<file path="src/include/tmr_defines.svh">
`ifndef TMR_DEFINES_SVH
`define TMR_DEFINES_SVH

// register offsets, shared by both timers; the page picks the timer
`define TMR_CTRL_ADDR 8'h91
`define TMR_RELOAD_LOW_ADDR 8'h92
`define TMR_RELOAD_HIGH_ADDR 8'h93
`define TMR_COUNT_LOW_ADDR 8'h94
`define TMR_COUNT_HIGH_ADDR 8'h95
`define TMR3_PAGE 4'h0
`define TMR4_PAGE 4'hf

`define TMR_REG_RESET 8'h00
`define TMR_CNT_MAX 8'hff
`define TMR_CNT_ONE 8'h01
// timer 4 control bits 4 and 1 are reserved, read as zero
`define TMR4_RSVD_MASK 8'h12
`define TMR_NO_RSVD_MASK 8'h00

`define SYS_DIV_TWELVE 4'hc
`define SYS_DIV_LAST 4'hb
`define SYS_DIV_ZERO 4'h0
`define SYS_DIV_ONE 4'h1
`define EXT_DIV_LAST 3'h7
`define EXT_DIV_ZERO 3'h0
`define EXT_DIV_ONE 3'h1

`endif

</file>
<file path="src/include/tmr_pkg.sv">
package tmr_pkg;

  typedef struct packed {
    logic ovf_high;
    logic ovf_low;
    logic low_irq_enable;
    logic capture_enable;
    logic split_mode;
    logic run;
    logic capture_source_select;
    logic external_clock_select;
  } timer_ctrl_t;

  typedef struct packed {
    logic ctrl;
    logic reload_low;
    logic reload_high;
    logic count_low;
    logic count_high;
  } timer_wr_t;

  typedef enum logic {
    usb_sof_capture = 1'b0,
    capture_on_slow_osc_edge = 1'b1
  } capture_src_t;

  typedef enum logic {
    sys_clock_div_twelve = 1'b0,
    ext_osc_div_eight = 1'b1
  } clock_src_t;

endpackage : tmr_pkg

</file>
<file path="src/hw/split_reload_capture_timer.sv">
`timescale 1ns/1ns
`include "tmr_defines.svh"

module split_reload_capture_timer (
  input wire logic mclk,
  input wire logic rst_n,
  input wire logic [3:0] sfr_page,
  input wire logic [7:0] sfr_addr,
  input wire logic sfr_wr,
  input wire logic sfr_rd,
  input wire logic [7:0] sfr_wdata,
  input wire logic usb_sof,
  input wire logic slow_osc,
  input wire logic ext_osc,
  input wire logic t3_int_enable,
  input wire logic t4_int_enable,
  output logic [7:0] sfr_rdata,
  output logic t3_irq,
  output logic t4_irq
);

  localparam int NUM_TIMERS = 2;

  logic [3:0] sys_div_q;
  logic tick_sys_q;
  logic [2:0] ext_div_q;
  logic tick_ext_q;
  logic ext_meta_q;
  logic ext_sync_q;
  logic ext_prev_q;
  logic ext_rise;
  logic slow_meta_q;
  logic slow_sync_q;
  logic slow_prev_q;
  logic slow_fall;
  logic t3_capture_event;
  logic [7:0] rdata_q;
  logic [NUM_TIMERS-1:0] irq_q;
  logic [NUM_TIMERS-1:0] int_enable;
  logic [NUM_TIMERS-1:0] page_hit;
  logic [NUM_TIMERS-1:0] tick;
  logic [NUM_TIMERS-1:0] low_wrap;
  logic [NUM_TIMERS-1:0] high_wrap;
  logic [NUM_TIMERS-1:0] cap_fire;
  logic [NUM_TIMERS-1:0] irq_d;
  logic [7:0] rdata_sel [NUM_TIMERS];
  tmr_pkg::timer_wr_t wr [NUM_TIMERS];
  tmr_pkg::timer_ctrl_t ctrl [NUM_TIMERS];
  logic [7:0] reload_low [NUM_TIMERS];
  logic [7:0] reload_high [NUM_TIMERS];
  logic [7:0] count_low [NUM_TIMERS];
  logic [7:0] count_high [NUM_TIMERS];
  logic [7:0] rdata_d;
  logic rd_hit;

  ////////////////////////////////////////////////////////////////////////////
  // system clock divide by twelve
  always_ff @(posedge mclk or negedge rst_n) begin
    if (!rst_n) begin
      sys_div_q <= `SYS_DIV_ZERO;
      tick_sys_q <= 1'b0;
    end else begin
      sys_div_q <= (sys_div_q == `SYS_DIV_LAST) ? `SYS_DIV_ZERO : sys_div_q + `SYS_DIV_ONE;
      tick_sys_q <= sys_div_q == `SYS_DIV_LAST;
    end
  end

  // oscillator must stay below half of mclk or edges are lost
  always_ff @(posedge mclk or negedge rst_n) begin
    if (!rst_n) begin
      ext_meta_q <= 1'b0;
      ext_sync_q <= 1'b0;
      ext_prev_q <= 1'b0;
    end else begin
      ext_meta_q <= ext_osc;
      ext_sync_q <= ext_meta_q;
      ext_prev_q <= ext_sync_q;
    end
  end

  assign ext_rise = ext_sync_q & ~ext_prev_q;

  always_ff @(posedge mclk or negedge rst_n) begin
    if (!rst_n) begin
      ext_div_q <= `EXT_DIV_ZERO;
      tick_ext_q <= 1'b0;
    end else begin
      if (ext_rise) begin
        ext_div_q <= ext_div_q + `EXT_DIV_ONE;
      end
      tick_ext_q <= ext_rise & (ext_div_q == `EXT_DIV_LAST);
    end
  end

  ////////////////////////////////////////////////////////////////////////////
  // slow oscillator is asynchronous; sof is already an mclk pulse
  always_ff @(posedge mclk or negedge rst_n) begin
    if (!rst_n) begin
      slow_meta_q <= 1'b0;
      slow_sync_q <= 1'b0;
      slow_prev_q <= 1'b0;
    end else begin
      slow_meta_q <= slow_osc;
      slow_sync_q <= slow_meta_q;
      slow_prev_q <= slow_sync_q;
    end
  end

  assign slow_fall = ~slow_sync_q & slow_prev_q;

  assign t3_capture_event =
    (ctrl[0].capture_source_select == tmr_pkg::capture_on_slow_osc_edge) ? slow_fall : usb_sof;

  ////////////////////////////////////////////////////////////////////////////
  assign int_enable = {t4_int_enable, t3_int_enable};
  assign rd_hit = |page_hit & sfr_rd;

  generate
    for (genvar i = 0; i < NUM_TIMERS; i++) begin : g_timer
      assign page_hit[i] = sfr_page == ((i == 0) ? `TMR3_PAGE : `TMR4_PAGE);
      assign wr[i].ctrl = sfr_wr & page_hit[i] & (sfr_addr == `TMR_CTRL_ADDR);
      assign wr[i].reload_low = sfr_wr & page_hit[i] & (sfr_addr == `TMR_RELOAD_LOW_ADDR);
      assign wr[i].reload_high = sfr_wr & page_hit[i] & (sfr_addr == `TMR_RELOAD_HIGH_ADDR);
      assign wr[i].count_low = sfr_wr & page_hit[i] & (sfr_addr == `TMR_COUNT_LOW_ADDR);
      assign wr[i].count_high = sfr_wr & page_hit[i] & (sfr_addr == `TMR_COUNT_HIGH_ADDR);

      timer_core #(
        .HAS_CAPTURE(i == 0),
        .RSVD_MASK((i == 0) ? `TMR_NO_RSVD_MASK : `TMR4_RSVD_MASK)
      ) u_core (
        .mclk(mclk),
        .rst_n(rst_n),
        .tick_sys(tick_sys_q),
        .tick_ext(tick_ext_q),
        .wr(wr[i]),
        .wdata(sfr_wdata),
        .capture_event((i == 0) ? t3_capture_event : 1'b0),
        .ctrl_q(ctrl[i]),
        .reload_low_q(reload_low[i]),
        .reload_high_q(reload_high[i]),
        .count_low_q(count_low[i]),
        .count_high_q(count_high[i]),
        .tick(tick[i]),
        .low_wrap(low_wrap[i]),
        .high_wrap(high_wrap[i]),
        .cap_fire(cap_fire[i])
      );

      assign rdata_sel[i] =
        (sfr_addr == `TMR_CTRL_ADDR) ? ctrl[i] :
        (sfr_addr == `TMR_RELOAD_LOW_ADDR) ? reload_low[i] :
        (sfr_addr == `TMR_RELOAD_HIGH_ADDR) ? reload_high[i] :
        (sfr_addr == `TMR_COUNT_LOW_ADDR) ? count_low[i] :
        (sfr_addr == `TMR_COUNT_HIGH_ADDR) ? count_high[i] : `TMR_REG_RESET;

      assign irq_d[i] = int_enable[i] &
        (ctrl[i].ovf_high | (ctrl[i].ovf_low & ctrl[i].low_irq_enable));
    end
  endgenerate

  assign rdata_d = page_hit[0] ? rdata_sel[0] : (page_hit[1] ? rdata_sel[1] : `TMR_REG_RESET);

  ////////////////////////////////////////////////////////////////////////////
  always_ff @(posedge mclk or negedge rst_n) begin
    if (!rst_n) begin
      rdata_q <= `TMR_REG_RESET;
      irq_q <= '0;
    end else begin
      if (rd_hit) begin
        rdata_q <= rdata_d;
      end
      irq_q <= irq_d;
    end
  end

  assign sfr_rdata = rdata_q;
  assign t3_irq = irq_q[0];
  assign t4_irq = irq_q[1];
endmodule : split_reload_capture_timer

</file>
<file path="src/hw/timer_core.sv">
`timescale 1ns/1ns
`include "tmr_defines.svh"

module timer_core #(
  parameter bit HAS_CAPTURE = 1'b1,
  parameter logic [7:0] RSVD_MASK = `TMR_NO_RSVD_MASK
) (
  input wire logic mclk,
  input wire logic rst_n,
  input wire logic tick_sys,
  input wire logic tick_ext,
  input wire tmr_pkg::timer_wr_t wr,
  input wire logic [7:0] wdata,
  input wire logic capture_event,
  output tmr_pkg::timer_ctrl_t ctrl_q,
  output logic [7:0] reload_low_q,
  output logic [7:0] reload_high_q,
  output logic [7:0] count_low_q,
  output logic [7:0] count_high_q,
  output logic tick,
  output logic low_wrap,
  output logic high_wrap,
  output logic cap_fire
);

  tmr_pkg::timer_ctrl_t ctrl_d;
  logic [7:0] reload_low_d;
  logic [7:0] reload_high_d;
  logic [7:0] count_low_d;
  logic [7:0] count_high_d;
  logic low_step;
  logic high_step;
  logic low_at_max;
  logic high_at_max;
  logic full_wrap;

  ////////////////////////////////////////////////////////////////////////////
  // tick source pick
  assign tick = (ctrl_q.external_clock_select == tmr_pkg::ext_osc_div_eight) ? tick_ext : tick_sys;
  assign low_at_max = count_low_q == `TMR_CNT_MAX;
  assign high_at_max = count_high_q == `TMR_CNT_MAX;
  assign low_step = tick & (ctrl_q.split_mode | ctrl_q.run);
  assign high_step = tick & ctrl_q.run & (ctrl_q.split_mode | low_at_max);
  assign low_wrap = low_step & low_at_max;
  assign high_wrap = high_step & high_at_max;
  assign full_wrap = high_wrap & ~ctrl_q.split_mode;
  assign cap_fire = HAS_CAPTURE & ctrl_q.capture_enable & capture_event;

  ////////////////////////////////////////////////////////////////////////////
  always_comb begin
    ctrl_d = ctrl_q;
    if (wr.ctrl) begin
      ctrl_d = tmr_pkg::timer_ctrl_t'(wdata & ~RSVD_MASK);
    end
    ctrl_d.ovf_low = ctrl_d.ovf_low | low_wrap;
    ctrl_d.ovf_high = ctrl_d.ovf_high | high_wrap | cap_fire;
  end

  always_comb begin
    count_low_d = count_low_q;
    if (wr.count_low) begin
      count_low_d = wdata;
    end else if (low_wrap) begin
      count_low_d = (ctrl_q.split_mode | full_wrap) ? reload_low_q : `TMR_REG_RESET;
    end else if (low_step) begin
      count_low_d = count_low_q + `TMR_CNT_ONE;
    end
  end

  always_comb begin
    count_high_d = count_high_q;
    if (wr.count_high) begin
      count_high_d = wdata;
    end else if (high_wrap) begin
      count_high_d = reload_high_q;
    end else if (high_step) begin
      count_high_d = count_high_q + `TMR_CNT_ONE;
    end
  end

  assign reload_low_d = cap_fire ? count_low_q : (wr.reload_low ? wdata : reload_low_q);
  assign reload_high_d = cap_fire ? count_high_q : (wr.reload_high ? wdata : reload_high_q);

  ////////////////////////////////////////////////////////////////////////////
  // all zero at reset
  always_ff @(posedge mclk or negedge rst_n) begin
    if (!rst_n) begin
      ctrl_q <= tmr_pkg::timer_ctrl_t'(`TMR_REG_RESET);
      reload_low_q <= `TMR_REG_RESET;
      reload_high_q <= `TMR_REG_RESET;
      count_low_q <= `TMR_REG_RESET;
      count_high_q <= `TMR_REG_RESET;
    end else begin
      ctrl_q <= ctrl_d;
      reload_low_q <= reload_low_d;
      reload_high_q <= reload_high_d;
      count_low_q <= count_low_d;
      count_high_q <= count_high_d;
    end
  end

endmodule : timer_core

</file>
<file path="config.mk">
export PLATFORM = sky130hd
export DESIGN_NAME = split_reload_capture_timer
export DESIGN_NICKNAME = d
export VERILOG_FILES = /design/src/include/tmr_pkg.sv /design/src/hw/split_reload_capture_timer.sv /design/src/hw/timer_core.sv
export VERILOG_INCLUDE_DIRS = /design/src /design/src/include
export SDC_FILE = /design/constraint.sdc
export NUM_CORES = 1
export LEC_CHECK = 0
export BUFFER_PORTS_ARGS = -buffer_cell sky130_fd_sc_hd__buf_2
export CORE_ASPECT_RATIO = 0.5
export CORE_MARGIN = 4
export CORE_UTILIZATION = 43
export DETAILED_ROUTE_END_ITERATION = 10
export GPL_ROUTABILITY_DRIVEN = 0
export HOLD_SLACK_MARGIN = 0.15
export PLACE_DENSITY = 0.64
export SKIP_CTS_REPAIR_TIMING = 1
export SLEW_MARGIN = 20
export SYNTH_ARGS = -nofsm -noshare
export SYNTH_HDL_FRONTEND = slang
export SYNTH_HIERARCHICAL = 1
export SYNTH_SLANG_ARGS = --single-unit
</file>
<file path="constraint.sdc">
create_clock -name mclk -period 2.11 [get_ports mclk]
set_clock_uncertainty 0.05 [all_clocks]
set_input_delay 0.5275 -clock mclk [delete_from_list [all_inputs] [get_ports mclk]]
set_output_delay 0.5275 -clock mclk [all_outputs]
set_load 0.05 [all_outputs]
</file>
# ---- After elaboration in Yosys (flattened, before gate mapping)
# Index checks and enable logic that the tools add are counted.
dict set report word_totals {
  latchBits 0
  elab_cells 146
  reg_bits 103
  ramBits 0
  input_bits 29
  memories 0
  rom_bits 0
}
dict set report op_classes {
  n_eq_ne 12
  muxes 36
  magnitude_cmp 0
  n_addsub 6
  reduce_logical 8
  shift 0
  mul 0
  div 0
  bitwise_logic 50
}
# cell n
set op_table {}
lappend op_table {{8-bit 2-to-1 mux} 32}
lappend op_table {{8-bit == test, second input constant} 9}
lappend op_table {{1-bit AND} 33}
lappend op_table {{8-bit by 1-bit adder with 8-bit output, second input constant} 4}
lappend op_table {{1-bit OR} 13}
lappend op_table {{3-bit nonzero test} 4}
lappend op_table {{4-bit == test, second input constant} 2}
lappend op_table {{4-bit by 1-bit adder with 4-bit output, second input constant} 1}
lappend op_table {{4-bit logical NOT} 1}
lappend op_table {{4-bit 2-to-1 mux} 1}
lappend op_table {{1-bit NOT} 4}
lappend op_table {{2-bit nonzero test} 2}
lappend op_table {{3-bit by 1-bit adder with 3-bit output, second input constant} 1}
lappend op_table {{3-bit == test, second input constant} 1}
lappend op_table {{1-bit 2-to-1 mux} 3}
lappend op_table {{2-bit OR reduction} 1}

# ---- Longest topological paths before layout
dict set report depth {
  word_depth 9
  ltp_mapped 10
}

# ---- Cells and area by module
# Netlist, hierarchy kept.
# module cells_per_inst area_each_um2 n_inst seq_area_each_um2
set by_module_without_submodules {}
lappend by_module_without_submodules {{timer_core (g_timer[0].u_core)} 243 2323.5 1 1001.0}
lappend by_module_without_submodules {{timer_core (g_timer[1].u_core)} 191 2064.5 1 950.9}
lappend by_module_without_submodules {split_reload_capture_timer 218 1893.1 1 625.6}

# ---- Worst setup path after synthesis
# OpenSTA, ideal clock, no wires.
dict set report synth_path {
  path_type {input to register}
  from {input sfr_addr[0]}
  to {register g_timer[0].u_core.count_low_q[3]}
  slack_ns -0.157
  path_buffers 4
  path_stages 9
  arrival_ns 2.091
  setup_time_ns 0.127
  t_required_ns 1.933
  cell_sequence {buf_4 buf_4 nor2_1 nand3_1 nor2_1 buf_1 clkbuf_1 nor3b_1 a221o_2}
}
# element line
set synth_rtl {}
lappend synth_rtl {{from (decl)} split_reload_capture_timer.sv:8} ;# input wire logic [7:0] sfr_addr,
lappend synth_rtl {{to (signal assigned)} timer_core.sv:91} ;# count_low_q <= `TMR_REG_RESET;
lappend synth_rtl {{to (signal assigned)} timer_core.sv:97} ;# count_low_q <= count_low_d;
lappend synth_rtl {{to (decl)} timer_core.sv:18} ;# output logic [7:0] count_low_q,

# ---- Final worst setup path
dict set report layout_path {
  from {register g_timer[1].u_core.count_high_q[0]}
  to {register g_timer[1].u_core.count_low_q[7]}
}
dict set report layout_via {
  elab_chain_cells 7
}
# element line
set layout_lines {}
lappend layout_lines {{from (decl)} timer_core.sv:19} ;# output logic [7:0] count_high_q,
lappend layout_lines {{from (signal assigned)} timer_core.sv:92} ;# count_high_q <= `TMR_REG_RESET;
lappend layout_lines {{from (signal assigned)} timer_core.sv:98} ;# count_high_q <= count_high_d;
lappend layout_lines {{8-bit == test (no line)} --}
lappend layout_lines {{1-bit AND} timer_core.sv:45} ;# assign high_wrap = high_step & high_at_max;
lappend layout_lines {{1-bit AND} timer_core.sv:46} ;# assign full_wrap = high_wrap & ~ctrl_q.split_mode;
lappend layout_lines {{1-bit OR} timer_core.sv:64} ;# count_low_d = (ctrl_q.split_mode | full_wrap) ? reload_low_q : `TMR_REG_RESET;
lappend layout_lines {{8-bit 2-to-1 mux (no line)} --}
lappend layout_lines {{8-bit 2-to-1 mux} timer_core.sv:63} ;# end else if (low_wrap) begin
lappend layout_lines {{8-bit 2-to-1 mux} timer_core.sv:61} ;# if (wr.count_low) begin
lappend layout_lines {{to (signal assigned)} timer_core.sv:91}
lappend layout_lines {{to (signal assigned)} timer_core.sv:97}
lappend layout_lines {{to (decl)} timer_core.sv:18}
# Every way passes these cells.
# A chain may end at the register's enable or synchronous reset.

==> flow_summary.yaml <==
critical_path:
  slowest_stage: "a2111oi_4"
  critPathKind: "reg -> reg"
  crit_chain: "ha_1 > and3_2 > a41o_1 > nor3b_4 > a2111oi_4 > a221oi_2"
  setup.worst_path.start_class: "register"
  cp.arrival_ns: 2.19
  path_buf_inv: 0
  critPathTopFamily: "compound AO/OA/AOI/OAI gates"
  cp.required_ns: 2.28
  end_kind: "register"
  path_max_fanout: 6
  slowest_delay_ns: 0.40
sta:
  drv_slew: 0
  period_share: 0.958
  max_freq_mhz: 495
  finalCriticalPeriod_ns: 2.02
  hold_ws_ns: 0.230
  setup_viol: 0
  finalHoldViolations: 0
power_and_ir_drop:
  power_leakage_nw: 3.08
  p_per_area_nw_per_um2: 642
  irDropWorstVdd_mv: 0.408
  total_power_mw: 4.69
global_route:
  grt_pass1_wl_um: 29900
  first_global_vias: 5343
  grt_max_degree: 39
  use_met3: 0.0424
  grt_overflow: 0
  grt.met2_usage: 0.359
  grt.busiest_layer: "met2"
  antenna_found_initial: 0
  grtUsageTotal: 0.230
  grtUsageMet1: 0.326
final_layout:
  syn_to_final_growth_pct: 16.7
  finalNetCount: 750
  register_area_um2: 2580
  drive_above_1_share: 0.228
  design_area_um2: 7310
  multi_input_area_um2: 3370
  n_antenna_cell: 0
  fillCellCount: 1270
clocking:
  clkTransAtPathRegs_ns: 0.07
  clk_latency_ns: 0.35
  cts_buffers: 9
  htreeDepth: 3
  clkSinkCount: 103
  clk_path_buf_depth: 2
  cts_tree: "yes"
  root_buffer: "clkbuf_16"
drt:
  drt_iter0_drc: 663
  wl_per_cell_um: 20.5
  drcViolationCount: 0
  routed_wl_um: 18600
  vias_per_cell: 6.01
  ant_nets: 0
  vias: 5474
  drt-pass1-iter-count: 5
floorplanning:
  die_x_um: 179
  placeableCoreArea_um2: 13900
  rows: 30
  io_pins: 39
  die_height_um: 93.3
  start_util: 0.451
  die_area_um2: 16700
synth:
  syn_area_per_cell_um2: 9.66
  syn_inst: 648
  yosys_warnings: 6
  synthesis.area_um2: 6260
min_path:
  min_path_type: "in -> reg"
place:
  place_area_um2: 6960
  post-dp-hpwl_um: 13500
  port_buffers: 38
job:
  drv_cap: 0
outcome:
  status: "complete, no violations"
final cells by class:
type	count	share of cell area
timing repair buffer	98	0.0952
inverter	28	0.0144
clock inverter	6	0.0133
tap	192	0.0329
sequential	103	0.353
clock buffer	10	0.0313
multi-input combinational	474	0.460
sequential cells by signal, indices dropped and copies added, names as in the netlist, 2 cells and up:
signal,cells
sfr_rdata,8
g_timer.u_core/ctrl_q,14
g_timer.u_core/count_high_q,16
ext_div_q,3
irq_q,2
g_timer.u_core/count_low_q,16
g_timer.u_core/reload_low_q,16
sys_div_q,4
g_timer.u_core/reload_high_q,16
metal layers:
| layer | up-vias | part of all wire |
|---|---|---|
| li1 | 2542 | - |
| met5 | - | 0 |
| met2 | 220 | 0.46 |
| met4 | 0 | 0.019 |
| met3 | 25 | 0.065 |
| met1 | 2687 | 0.45 |
cell usage in the layout, fill, tap and decap left out, types with 20 or more instances in the layout:
| cell | instances |
|---|---|
| a21oi_1 | 27 |
| a22oi_1 | 20 |
| buf_2 | 37 |
| buf_4 | 56 |
| dfrtp_1 | 103 |
| inv_1 | 28 |
| mux2_2 | 29 |
| mux2i_1 | 36 |
| nand2_1 | 52 |
| nand3_1 | 21 |
| nor2_1 | 38 |
| o21ai_0 | 34 |
report_power, final:
part           switching, mW  internal, mW
Sequential            0.0819          2.07
Combinational          0.433         0.235
Clock                  0.807          1.06
Total                   1.32          3.37
through the flow:
stage	utilization	setup WS, ns	setup TNS [ns]	instances
4_1_cts	0.524	0.0942	0	910
2_1_floorplan	-	0.00295	0	649
6_report	0.526	0.0878	0	911
5_1_grt	0.526	-0.00655	-0.00655	911
3_3_place_gp	0.501	-0.0603	-0.627	894
3_5_place_dp	0.501	-0.0818	-1.52	894
final timing paths:
path	slack (ns)	endpoint	start	cells past startpoint
max in group asynchronous	0.90	g_timer[1].u_core/reload_low_q[2]	rst_n	3
worst max-delay path	0.09	g_timer[1].u_core/count_low_q[7]	g_timer[1].u_core/count_high_q[0]	6
worst max register to register	0.09	g_timer[1].u_core/count_low_q[7]	g_timer[1].u_core/count_high_q[0]	6
worst min register to register	0.30	slow_sync_q	slow_meta_q	0
worst min-delay path	0.23	slow_meta_q	slow_osc	1
min in group asynchronous	0.47	g_timer[0].u_core/count_low_q[7]	rst_n	2
Note: power is estimated with default switching activity, not from simulation.
